[config.mk]
export PLATFORM = sky130hd
export DESIGN_NAME = pbh_bridge
export DESIGN_NICKNAME = d
export VERILOG_FILES = /design/src/rtl/pbh_tgt_sm.v /design/src/rtl/pbh_host_cyc.v /design/src/rtl/pbh_bridge.v
export VERILOG_INCLUDE_DIRS = /design/src /design/src/include
export SDC_FILE = /design/constraint.sdc
export NUM_CORES = 1
export LEC_CHECK = 0
export BUFFER_PORTS_ARGS = -buffer_cell sky130_fd_sc_hd__clkbuf_2
export CAP_MARGIN = 10
export CORE_ASPECT_RATIO = 0.5
export CORE_MARGIN = 2
export CORE_UTILIZATION = 30
export CTS_BUF_LIST = sky130_fd_sc_hd__clkbuf_8
export CTS_CLUSTER_DIAMETER = 200
export DETAILED_ROUTE_END_ITERATION = 8
export MAX_ROUTING_LAYER = met4
export PLACE_DENSITY = 0.57
export REMOVE_ABC_BUFFERS = 1
export SYNTH_ARGS = -nofsm -noshare
export SYNTH_HDL_FRONTEND = slang
export SYNTH_SLANG_ARGS = --single-unit
[constraint.sdc]
create_clock -name pclk -period 3.7 [get_ports pclk]
set_input_delay 0.37 -clock pclk [delete_from_list [all_inputs] [get_ports pclk]]
set_output_delay 0.37 -clock pclk [all_outputs]
set_load 0.02 [all_outputs]
[src/include/pbh_regs.vh]
// Contract
// - Supports 66MHz full, 50MHz reduced, slower too
// - Configuration done sets target-not-ready arbitration bit 2
// - Status bit 5 writable by CPU or agent
// - Slave mode: EEPROM loads configuration via select
// - EEPROM select pin follows PIO register bit 0
// - Errored PCI cycle returns all-ones data
// - Errored cycle raises bus error to core
// - Empty-slot config read returns all-ones, error
// - Mask bit suppresses bus errors; resets clear
// - Clearing config-address enable resets slave machine
// - Device and vendor identifiers are read-only
`ifndef PBH_REGS_VH
`define PBH_REGS_VH

// Register byte addresses
`define PBH_ROM_SEL_ADDR 32'h18000610
`define PBH_ARB_ADDR 32'h18000500
`define PBH_STAT_ADDR 32'h18000504
`define PBH_BERR_ADDR 32'h18000508
`define PBH_CFGA_ADDR 32'h1800050c
`define PBH_CFGD_ADDR 32'h18000510
`define PBH_ID_ADDR 32'h18000514
`define PBH_CAP_ADDR 32'h18000518
// PCI memory window: addresses with top bits 3'b001
`define PBH_WIN_TAG 3'h1

// Field positions
`define PBH_ROM_SEL_BIT 0
`define PBH_ARB_TNR_BIT 2
`define PBH_STAT_FAST_BIT 5
`define PBH_BERR_MASK_BIT 0
`define PBH_BERR_FLAG_BIT 1
`define PBH_CFGA_EN_BIT 31

// Reset values
`define PBH_CFGA_RST 32'h00000000
`define PBH_ALL_ONES 32'hffffffff

// Clock rate capability in MHz
`define PBH_MHZ_FULL 8'h42
`define PBH_MHZ_REDUCED 8'h32
`define PBH_MHZ_LEGACY 8'h21

// Decode indices
`define PBH_DEC_NONE 4'h0
`define PBH_DEC_ROM 4'h1
`define PBH_DEC_ARB 4'h2
`define PBH_DEC_STAT 4'h3
`define PBH_DEC_BERR 4'h4
`define PBH_DEC_CFGA 4'h5
`define PBH_DEC_CFGD 4'h6
`define PBH_DEC_ID 4'h7
`define PBH_DEC_CAP 4'h8
`define PBH_DEC_WIN 4'h9

// External agent register indices
`define PBH_TGT_ID 2'h0
`define PBH_TGT_STAT 2'h1

`endif

[src/rtl/pbh_tgt_sm.v]
`timescale 1ns/100ps
`default_nettype none
`include "pbh_regs.vh"

module pbh_tgt_sm (
  // Clock and reset
  input wire pclk,
  input wire presetn,
  input wire soft_rst,
  // External configuring agent
  input wire tgt_req,
  input wire tgt_we,
  input wire [1:0] tgt_reg,
  input wire [31:0] tgt_wdata,
  output reg tgt_ack,
  output reg [31:0] tgt_rdata,
  // Register side
  input wire [31:0] id_word,
  input wire [31:0] stat_word,
  output reg fast_wr,
  output reg fast_val
);
  localparam [1:0] ST_IDLE = 2'h0;
  localparam [1:0] ST_DECODE = 2'h1;
  localparam [1:0] ST_ACK = 2'h2;

  reg [1:0] state;
  reg [1:0] next_state;
  reg we_q;
  reg [1:0] reg_q;
  reg [31:0] wdata_q;

  always @* begin
    next_state = state;
    case (state)
      ST_IDLE: if (tgt_req) next_state = ST_DECODE;
      ST_DECODE: next_state = ST_ACK;
      ST_ACK: next_state = ST_IDLE;
      default: next_state = ST_IDLE;
    endcase
  end

  // Soft reset drops any half-done access so no dummy cycle is needed
  always @(posedge pclk or negedge presetn) begin
    if (!presetn) begin
      state <= ST_IDLE;
      we_q <= 1'b0;
      reg_q <= 2'h0;
      wdata_q <= 32'h00000000;
      tgt_ack <= 1'b0;
      tgt_rdata <= 32'h00000000;
      fast_wr <= 1'b0;
      fast_val <= 1'b0;
    end else if (soft_rst) begin
      state <= ST_IDLE;
      tgt_ack <= 1'b0;
      fast_wr <= 1'b0;
    end else begin
      state <= next_state;
      tgt_ack <= (state == ST_DECODE);
      fast_wr <= (state == ST_DECODE) && we_q && (reg_q == `PBH_TGT_STAT);
      fast_val <= wdata_q[`PBH_STAT_FAST_BIT];
      if (state == ST_IDLE && tgt_req) begin
        we_q <= tgt_we;
        reg_q <= tgt_reg;
        wdata_q <= tgt_wdata;
      end
      if (state == ST_DECODE) begin
        // Identifier word ignores writes
        tgt_rdata <= (reg_q == `PBH_TGT_ID) ? id_word :
                     (reg_q == `PBH_TGT_STAT) ? stat_word : 32'h00000000;
      end
    end
  end
endmodule // pbh_tgt_sm

`default_nettype wire

[src/rtl/pbh_host_cyc.v]
`timescale 1ns/100ps
`default_nettype none
`include "pbh_regs.vh"

module pbh_host_cyc (
  // Clock and reset
  input wire pclk,
  input wire presetn,
  // Request from bus side
  input wire start,
  input wire start_cfg,
  input wire start_we,
  input wire [31:0] start_addr,
  input wire [31:0] start_wdata,
  output reg done,
  output reg err,
  output reg [31:0] rdata,
  // PCI cycle engine
  output reg pci_req,
  output reg pci_cfg,
  output reg pci_we,
  output reg [31:0] pci_addr,
  output reg [31:0] pci_wdata,
  input wire pci_done,
  input wire pci_err,
  input wire [31:0] pci_rdata
);
  localparam [1:0] ST_IDLE = 2'h0;
  localparam [1:0] ST_WAIT = 2'h1;

  reg [1:0] state;

  always @(posedge pclk or negedge presetn) begin
    if (!presetn) begin
      state <= ST_IDLE;
      done <= 1'b0;
      err <= 1'b0;
      rdata <= 32'h00000000;
      pci_req <= 1'b0;
      pci_cfg <= 1'b0;
      pci_we <= 1'b0;
      pci_addr <= 32'h00000000;
      pci_wdata <= 32'h00000000;
    end else begin
      done <= 1'b0;
      err <= 1'b0;
      case (state)
        ST_IDLE: begin
          if (start) begin
            state <= ST_WAIT;
            pci_req <= 1'b1;
            pci_cfg <= start_cfg;
            pci_we <= start_we;
            pci_addr <= start_addr;
            pci_wdata <= start_wdata;
          end
        end
        ST_WAIT: begin
          if (pci_done) begin
            state <= ST_IDLE;
            pci_req <= 1'b0;
            done <= 1'b1;
            err <= pci_err;
            // Empty slots master-abort and land here too
            rdata <= pci_err ? `PBH_ALL_ONES : pci_rdata;
          end
        end
        default: state <= ST_IDLE;
      endcase
    end
  end
endmodule // pbh_host_cyc

`default_nettype wire

[src/rtl/pbh_bridge.v]
// Decided for this implementation: the APB interface to the registers.
`timescale 1ns/100ps
`default_nettype none
`include "pbh_regs.vh"

module pbh_bridge #(
  parameter FULL_VARIANT = 1,
  // Arbitrary neutral identification values
  parameter [15:0] DEVICE_ID = 16'h5a01,
  parameter [15:0] VENDOR_ID = 16'h7e21
) (
  // APB slave
  input wire pclk,
  input wire presetn,
  input wire psel,
  input wire penable,
  input wire pwrite,
  input wire [31:0] paddr,
  input wire [31:0] pwdata,
  input wire [3:0] pstrb,
  output reg [31:0] prdata,
  output reg pready,
  output reg pslverr,
  // PCI cycle engine
  output wire pci_req,
  output wire pci_cfg,
  output wire pci_we,
  output wire [31:0] pci_addr,
  output wire [31:0] pci_wdata,
  input wire pci_done,
  input wire pci_err,
  input wire [31:0] pci_rdata,
  // Configuration progress
  input wire cfg_done,
  // External configuring agent
  input wire tgt_req,
  input wire tgt_we,
  input wire [1:0] tgt_reg,
  input wire [31:0] tgt_wdata,
  output wire tgt_ack,
  output wire [31:0] tgt_rdata,
  // Core and board side
  output reg cpu_bus_err,
  output reg config_rom_sel,
  output reg tgt_not_ready,
  output reg fast_capable
);

  function [3:0] dec;
    input [31:0] a;
    begin
      if (a[31:29] == `PBH_WIN_TAG) dec = `PBH_DEC_WIN;
      else case (a)
        `PBH_ROM_SEL_ADDR: dec = `PBH_DEC_ROM;
        `PBH_ARB_ADDR: dec = `PBH_DEC_ARB;
        `PBH_STAT_ADDR: dec = `PBH_DEC_STAT;
        `PBH_BERR_ADDR: dec = `PBH_DEC_BERR;
        `PBH_CFGA_ADDR: dec = `PBH_DEC_CFGA;
        `PBH_CFGD_ADDR: dec = `PBH_DEC_CFGD;
        `PBH_ID_ADDR: dec = `PBH_DEC_ID;
        `PBH_CAP_ADDR: dec = `PBH_DEC_CAP;
        default: dec = `PBH_DEC_NONE;
      endcase
    end
  endfunction

  function [31:0] merge;
    input [31:0] old_v;
    input [31:0] new_v;
    input [3:0] strb;
    integer i;
    begin
      merge = old_v;
      for (i = 0; i < 4; i = i + 1)
        if (strb[i]) merge[i*8 +: 8] = new_v[i*8 +: 8];
    end
  endfunction

  // Register state
  reg [31:0] cfga;
  reg berr_mask;
  reg berr_flag;
  reg launched;

  wire [3:0] sel = dec(paddr);
  wire is_pci = (sel == `PBH_DEC_WIN) || (sel == `PBH_DEC_CFGD);
  wire access = psel && penable && !pready;
  wire wr_fire = psel && penable && pready && pwrite;

  // Config data port needs the enable bit, else it is refused locally
  wire cfg_ok = cfga[`PBH_CFGA_EN_BIT];
  wire pci_ok = (sel == `PBH_DEC_WIN) || cfg_ok;
  wire cyc_start = access && is_pci && pci_ok && !launched;

  wire cyc_done;
  wire cyc_err;
  wire [31:0] cyc_rdata;
  wire fast_wr;
  wire fast_val;
  wire [31:0] next_cfga = merge(cfga, pwdata, pstrb);

  // Only a falling enable written by software resets the slave side
  wire slave_rst = wr_fire && (sel == `PBH_DEC_CFGA) &&
                   cfga[`PBH_CFGA_EN_BIT] && !next_cfga[`PBH_CFGA_EN_BIT];

  wire [31:0] id_word = {DEVICE_ID, VENDOR_ID};
  wire [31:0] stat_word = {26'h0000000, fast_capable, 5'h00};
  wire [7:0] max_mhz = (FULL_VARIANT != 0) ? `PBH_MHZ_FULL : `PBH_MHZ_REDUCED;

  pbh_host_cyc u_host_cyc (
    .pclk(pclk),
    .presetn(presetn),
    .start(cyc_start),
    .start_cfg(sel == `PBH_DEC_CFGD),
    .start_we(pwrite),
    .start_addr((sel == `PBH_DEC_CFGD) ? cfga : paddr),
    .start_wdata(pwdata),
    .done(cyc_done),
    .err(cyc_err),
    .rdata(cyc_rdata),
    .pci_req(pci_req),
    .pci_cfg(pci_cfg),
    .pci_we(pci_we),
    .pci_addr(pci_addr),
    .pci_wdata(pci_wdata),
    .pci_done(pci_done),
    .pci_err(pci_err),
    .pci_rdata(pci_rdata)
  );

  pbh_tgt_sm u_tgt_sm (
    .pclk(pclk),
    .presetn(presetn),
    .soft_rst(slave_rst),
    .tgt_req(tgt_req),
    .tgt_we(tgt_we),
    .tgt_reg(tgt_reg),
    .tgt_wdata(tgt_wdata),
    .tgt_ack(tgt_ack),
    .tgt_rdata(tgt_rdata),
    .id_word(id_word),
    .stat_word(stat_word),
    .fast_wr(fast_wr),
    .fast_val(fast_val)
  );

  // Read mux for local registers
  reg [31:0] rd_local;
  always @* begin
    rd_local = 32'h00000000;
    case (sel)
      `PBH_DEC_ROM: rd_local[`PBH_ROM_SEL_BIT] = config_rom_sel;
      `PBH_DEC_ARB: rd_local[`PBH_ARB_TNR_BIT] = tgt_not_ready;
      `PBH_DEC_STAT: rd_local = stat_word;
      `PBH_DEC_BERR: begin
        rd_local[`PBH_BERR_MASK_BIT] = berr_mask;
        rd_local[`PBH_BERR_FLAG_BIT] = berr_flag;
      end
      `PBH_DEC_CFGA: rd_local = cfga;
      `PBH_DEC_ID: rd_local = id_word;
      `PBH_DEC_CAP: rd_local = {8'h00, `PBH_MHZ_LEGACY, 8'h00, max_mhz};
      default: rd_local = 32'h00000000;
    endcase
  end

  // APB answer: local registers answer on the second access cycle,
  // PCI cycles two cycles after the engine raises pci_done
  wire local_hit = (sel != `PBH_DEC_NONE) && !is_pci;
  wire refused = (sel == `PBH_DEC_NONE) || (is_pci && !pci_ok);
  wire next_pready = access && (local_hit || refused || (launched && cyc_done));

  always @(posedge pclk or negedge presetn) begin
    if (!presetn) begin
      pready <= 1'b0;
      pslverr <= 1'b0;
      prdata <= 32'h00000000;
      launched <= 1'b0;
    end else begin
      pready <= next_pready;
      if (cyc_start) launched <= 1'b1;
      else if (next_pready) launched <= 1'b0;
      if (next_pready) begin
        if (is_pci && pci_ok) begin
          prdata <= cyc_rdata;
          pslverr <= cyc_err;
        end else if (refused) begin
          prdata <= (sel == `PBH_DEC_CFGD) ? `PBH_ALL_ONES : 32'h00000000;
          pslverr <= 1'b1;
        end else begin
          prdata <= pwrite ? 32'h00000000 : rd_local;
          pslverr <= 1'b0;
        end
      end else begin
        pslverr <= 1'b0;
      end
    end
  end

  // Software-visible control and status
  always @(posedge pclk or negedge presetn) begin
    if (!presetn) begin
      config_rom_sel <= 1'b0;
      tgt_not_ready <= 1'b0;
      fast_capable <= 1'b0;
      berr_mask <= 1'b0;
      berr_flag <= 1'b0;
      cfga <= `PBH_CFGA_RST;
      cpu_bus_err <= 1'b0;
    end else begin
      if (wr_fire && sel == `PBH_DEC_ROM && pstrb[0])
        config_rom_sel <= pwdata[`PBH_ROM_SEL_BIT];
      // Configuration completion wins over a clearing write
      if (cfg_done)
        tgt_not_ready <= 1'b1;
      else if (wr_fire && sel == `PBH_DEC_ARB && pstrb[0])
        tgt_not_ready <= pwdata[`PBH_ARB_TNR_BIT];
      // Agent write lands after a same-cycle CPU write
      if (fast_wr)
        fast_capable <= fast_val;
      else if (wr_fire && sel == `PBH_DEC_STAT && pstrb[0])
        fast_capable <= pwdata[`PBH_STAT_FAST_BIT];
      if (wr_fire && sel == `PBH_DEC_BERR && pstrb[0])
        berr_mask <= pwdata[`PBH_BERR_MASK_BIT];
      // Sticky error flag, write one to clear, new error wins
      if (cyc_done && cyc_err)
        berr_flag <= 1'b1;
      else if (wr_fire && sel == `PBH_DEC_BERR && pstrb[0] && pwdata[`PBH_BERR_FLAG_BIT])
        berr_flag <= 1'b0;
      if (wr_fire && sel == `PBH_DEC_CFGA)
        cfga <= next_cfga;
      // Masking hides the exception only; the flag still records it
      cpu_bus_err <= cyc_done && cyc_err && !berr_mask;
    end
  end
endmodule // pbh_bridge

`default_nettype wire

==> summary.md <==
| Metric | Value |
|---|---|
| Status | finished, final reports clean |
| Synth Warn # | 0 |
| FMAX | 352 MHz |
| CTS tree | done |
| DRT iter0 DRCs | 504 |
| Fin area | 10500 µm² |
| GRT Util Overall | 0.185 |
| Internal Pwr Total | 3.58 mW |
| First-pass iteration count of the detailed router | 5 |
| Cells after synthesis | 871 |
| Crit Path Max Fanout | 12 |
| Post-Route Utilization | 0.375 |
| Worst-path clk slew | 0.10 ns |
| Final worst slack | 0.860 ns |
| Clk pwr share | 0.292 |
| Least-Margin Pin Slew | 1.15 ns |
| Multi-input logic area | 3590 µm² |
| R2R Path Start | cfga[31] |
| HP Start | pci_done |
| IO Count | 282 |
| Cell accounting for the most synthesized area | dfrtp_1 |
| Die area | 30300 µm² |
| Setup repair after global routing missed its margin | no |
| Total gr overflow | 0 |
| Worst Hold Class | primary input to register |
| CTS Buf Count | 17 |
| Post-synthesis register bit count | 185 |
| Post-DRT Antenna Nets | 0 |
| Layout Skew | 0.0228 ns |
| Worst VDD drop | 249 µV |
| Commonest non-fill, non-tap cells in the layout | clkbuf_2 (230), nand2_1 (192), dfrtp_1 (185), a21oi_1 (104), nor2_1 (81) |
| WL/cell | 18.7 µm |
| CP Launch Type | primary input |
| Pins Over Slew Limit | 0 |
| Initial Util | 0.309 |
| Top post-synthesis cells by area | dfrtp_1 (54%), nand2_1 (8.3%), a21oi_1 (6.0%) |
| Met3 WL | 1120 µm |
| Final wirelength | 27500 µm |
| Final-layout fill cell count | 2804 |
| Mapped cell area | 8650 µm² |
| DR WL met2 | 13400 µm |
| Setup CP Type | primary input to register |
| H-tree depth | 4 |
| CP endpoint kind | register |
| Clock buffer depth | 2 |
| Row cnt | 43 |
| Drt via density | 4.87 |
| Highest routed layer | met4 |
| Vias in the first global route | 7066 |
| Number of flops mapped to enable cells by yosys | 0 |
| Syn avg cell area | 9.93 µm² |
| Total chip power | 5.44 mW |
| LEAKAGE | 5.33 nW |
| Sw Share | 0.341 |
| HPWL after DPL | 20300 µm |
| Sequential Power Share | 0.478 |
| CP required | 4.07 ns |
| Sequential cell area | 4630 µm² |
| Setup WS pre-CTS | 0.415 ns |
| Crit share post-route | 0.768 |
| Clock sinks | 185 |
| Synth Flop Type | dfrtp_1 |
| NetSw | 1.85 mW |
| Largest net degree at the start of global routing | 102 |
| Final hold vios | 0 |
| Placed Cells | 1436 |
| Synth cell types | 68 |
| Post-synth top area share | 0.535 |
| Commonest non-fill, non-tap cell in the layout | clkbuf_2 |
| Core region area | 28000 µm² |
| Power per Cell Area | 517 nW/µm² |
| First-pass GRT wire length | 41300 µm |
| Final setup TNS | 0 ns |
| Initial antenna violation count | 2 |
| Die height | 124 µm |
| Clock Tree Root | clkbuf_8 |
| Max transition margin | 0.235 |
| Max-cap violations | 0 |
| Post-synth ARST share | 1.00 |
| Final setup viols | 0 |
| GP Congestion | 0.874 |
| Met1 WL | 12200 µm |
| Port bufs | 231 |
| Fin crit period | 2.84 ns |
| Non-Filler Instances | 1471 |
| Share of cells above drive strength 1 | 0.323 |
| Area Growth Syn to Fin | 21.5% |
| Combinational power share | 0.231 |
| Clock Latency Late Sink | 0.49 ns |
| Crit path DAT | 3.21 ns |
| DR DRC count | 0 |
| Die W | 244 µm |
| Final nets | 1218 |
| Seq/Total Area, Yosys | 0.535 |
| Crit path launch | paddr[16] |
| WHS | 0.0845 ns |
| Post-DP Area | 10000 µm² |
| Via count | 7164 |
## power by group through the flow
stage	Clock [mW]	Sequential, mW	Combinational [mW]
2_1_floorplan	0	2.95	0.372
3_3_place_gp	0	2.61	1.26
3_5_place_dp	0	2.63	1.27
4_1_cts	1.62	2.60	1.27
5_1_grt	1.69	2.64	1.38
6_report	1.59	2.60	1.25
## cell families (layout without fill, tap and decap cells)
group | count (synthesis) | in the layout | synth area share
other | 1 | 21 | 0.000434
XOR/XNOR | 1 | 1 | 0.00101
AO/OA/AOI/OAI | 194 | 194 | 0.137
flip-flops | 185 | 185 | 0.535
AND/OR/NAND/NOR | 356 | 356 | 0.198
multiplexers | 43 | 43 | 0.0670
buffers and inverters | 91 | 289 | 0.0621
## area by class of cell
type / instances / area share
antenna: 2 / 0.000476
clock buffer: 18 / 0.0236
clock inverter: 14 / 0.0198
inverter: 5 / 0.00179
multi-input combinational: 613 / 0.341
sequential: 185 / 0.440
tap: 382 / 0.0455
timing repair buffer: 252 / 0.127
## routing by layer
metal | track usage | up-vias
met5 | - | -
met1 | 0.233 | 3578
met3 | 0.0356 | 46
met2 | 0.301 | 179
met4 | 0.0705 | 0
li1 | - | 3361
## synthesized netlist by cell type, drive strengths merged (2+ instances only)
cell / count
nand2: 193
dfrtp: 185
a21oi: 104
nor2: 82
buf: 58
mux2: 41
o21ai: 41
clkbuf: 28
nand3: 23
o221ai: 17
a211o: 15
nor3: 8
nor4: 7
and2: 5
inv: 5
nand4: 5
and4b: 4
nand2b: 4
nor4b: 4
a31oi: 3
and3: 3
and3b: 3
nor2b: 3
or3: 3
a22o: 2
mux2i: 2
nand4b: 2
nand4bb: 2
nor4bb: 2
## flip-flops by register name, summed over array words and instances, names as in the netlist, 2 cells and up
signal,count
u_host_cyc.rdata,32
cfga,32
prdata,32
u_tgt_sm.tgt_rdata,2
u_host_cyc.pci_wdata,32
u_tgt_sm.reg_q,2
u_tgt_sm.state,2
u_host_cyc.pci_addr,32
## worst max-delay path: stages
cell and delay [ns]:
clkbuf_2 0.10, nor4_1 0.56, nand4_1 0.54, and4b_1 0.46, and2_4 0.31, and3_1 0.46
mux2_2 0.39
## what timing repair did
action,4_1_cts,5_1_grt
hold endpoints to repair,9,0
gates resized for setup,0,0
setup endpoints to repair,0,0
buffers inserted,0,0
hold buffers,1,0
## worst paths after layout
path                                            to  slack, ns  depth (start not counted)
max in group asynchronous   u_host_cyc.pci_addr[9]       2.12                          3
setup / recovery                           cfga[4]       0.86                          7
setup reg to reg                         prdata[1]       1.30                          5
hold / removal                 u_host_cyc.state[0]       0.08                          2
hold reg to reg                       fast_capable       0.47                          1
min in group asynchronous  u_host_cyc.pci_addr[27]       0.54                          2
Power figures use the tool's default switching activity.
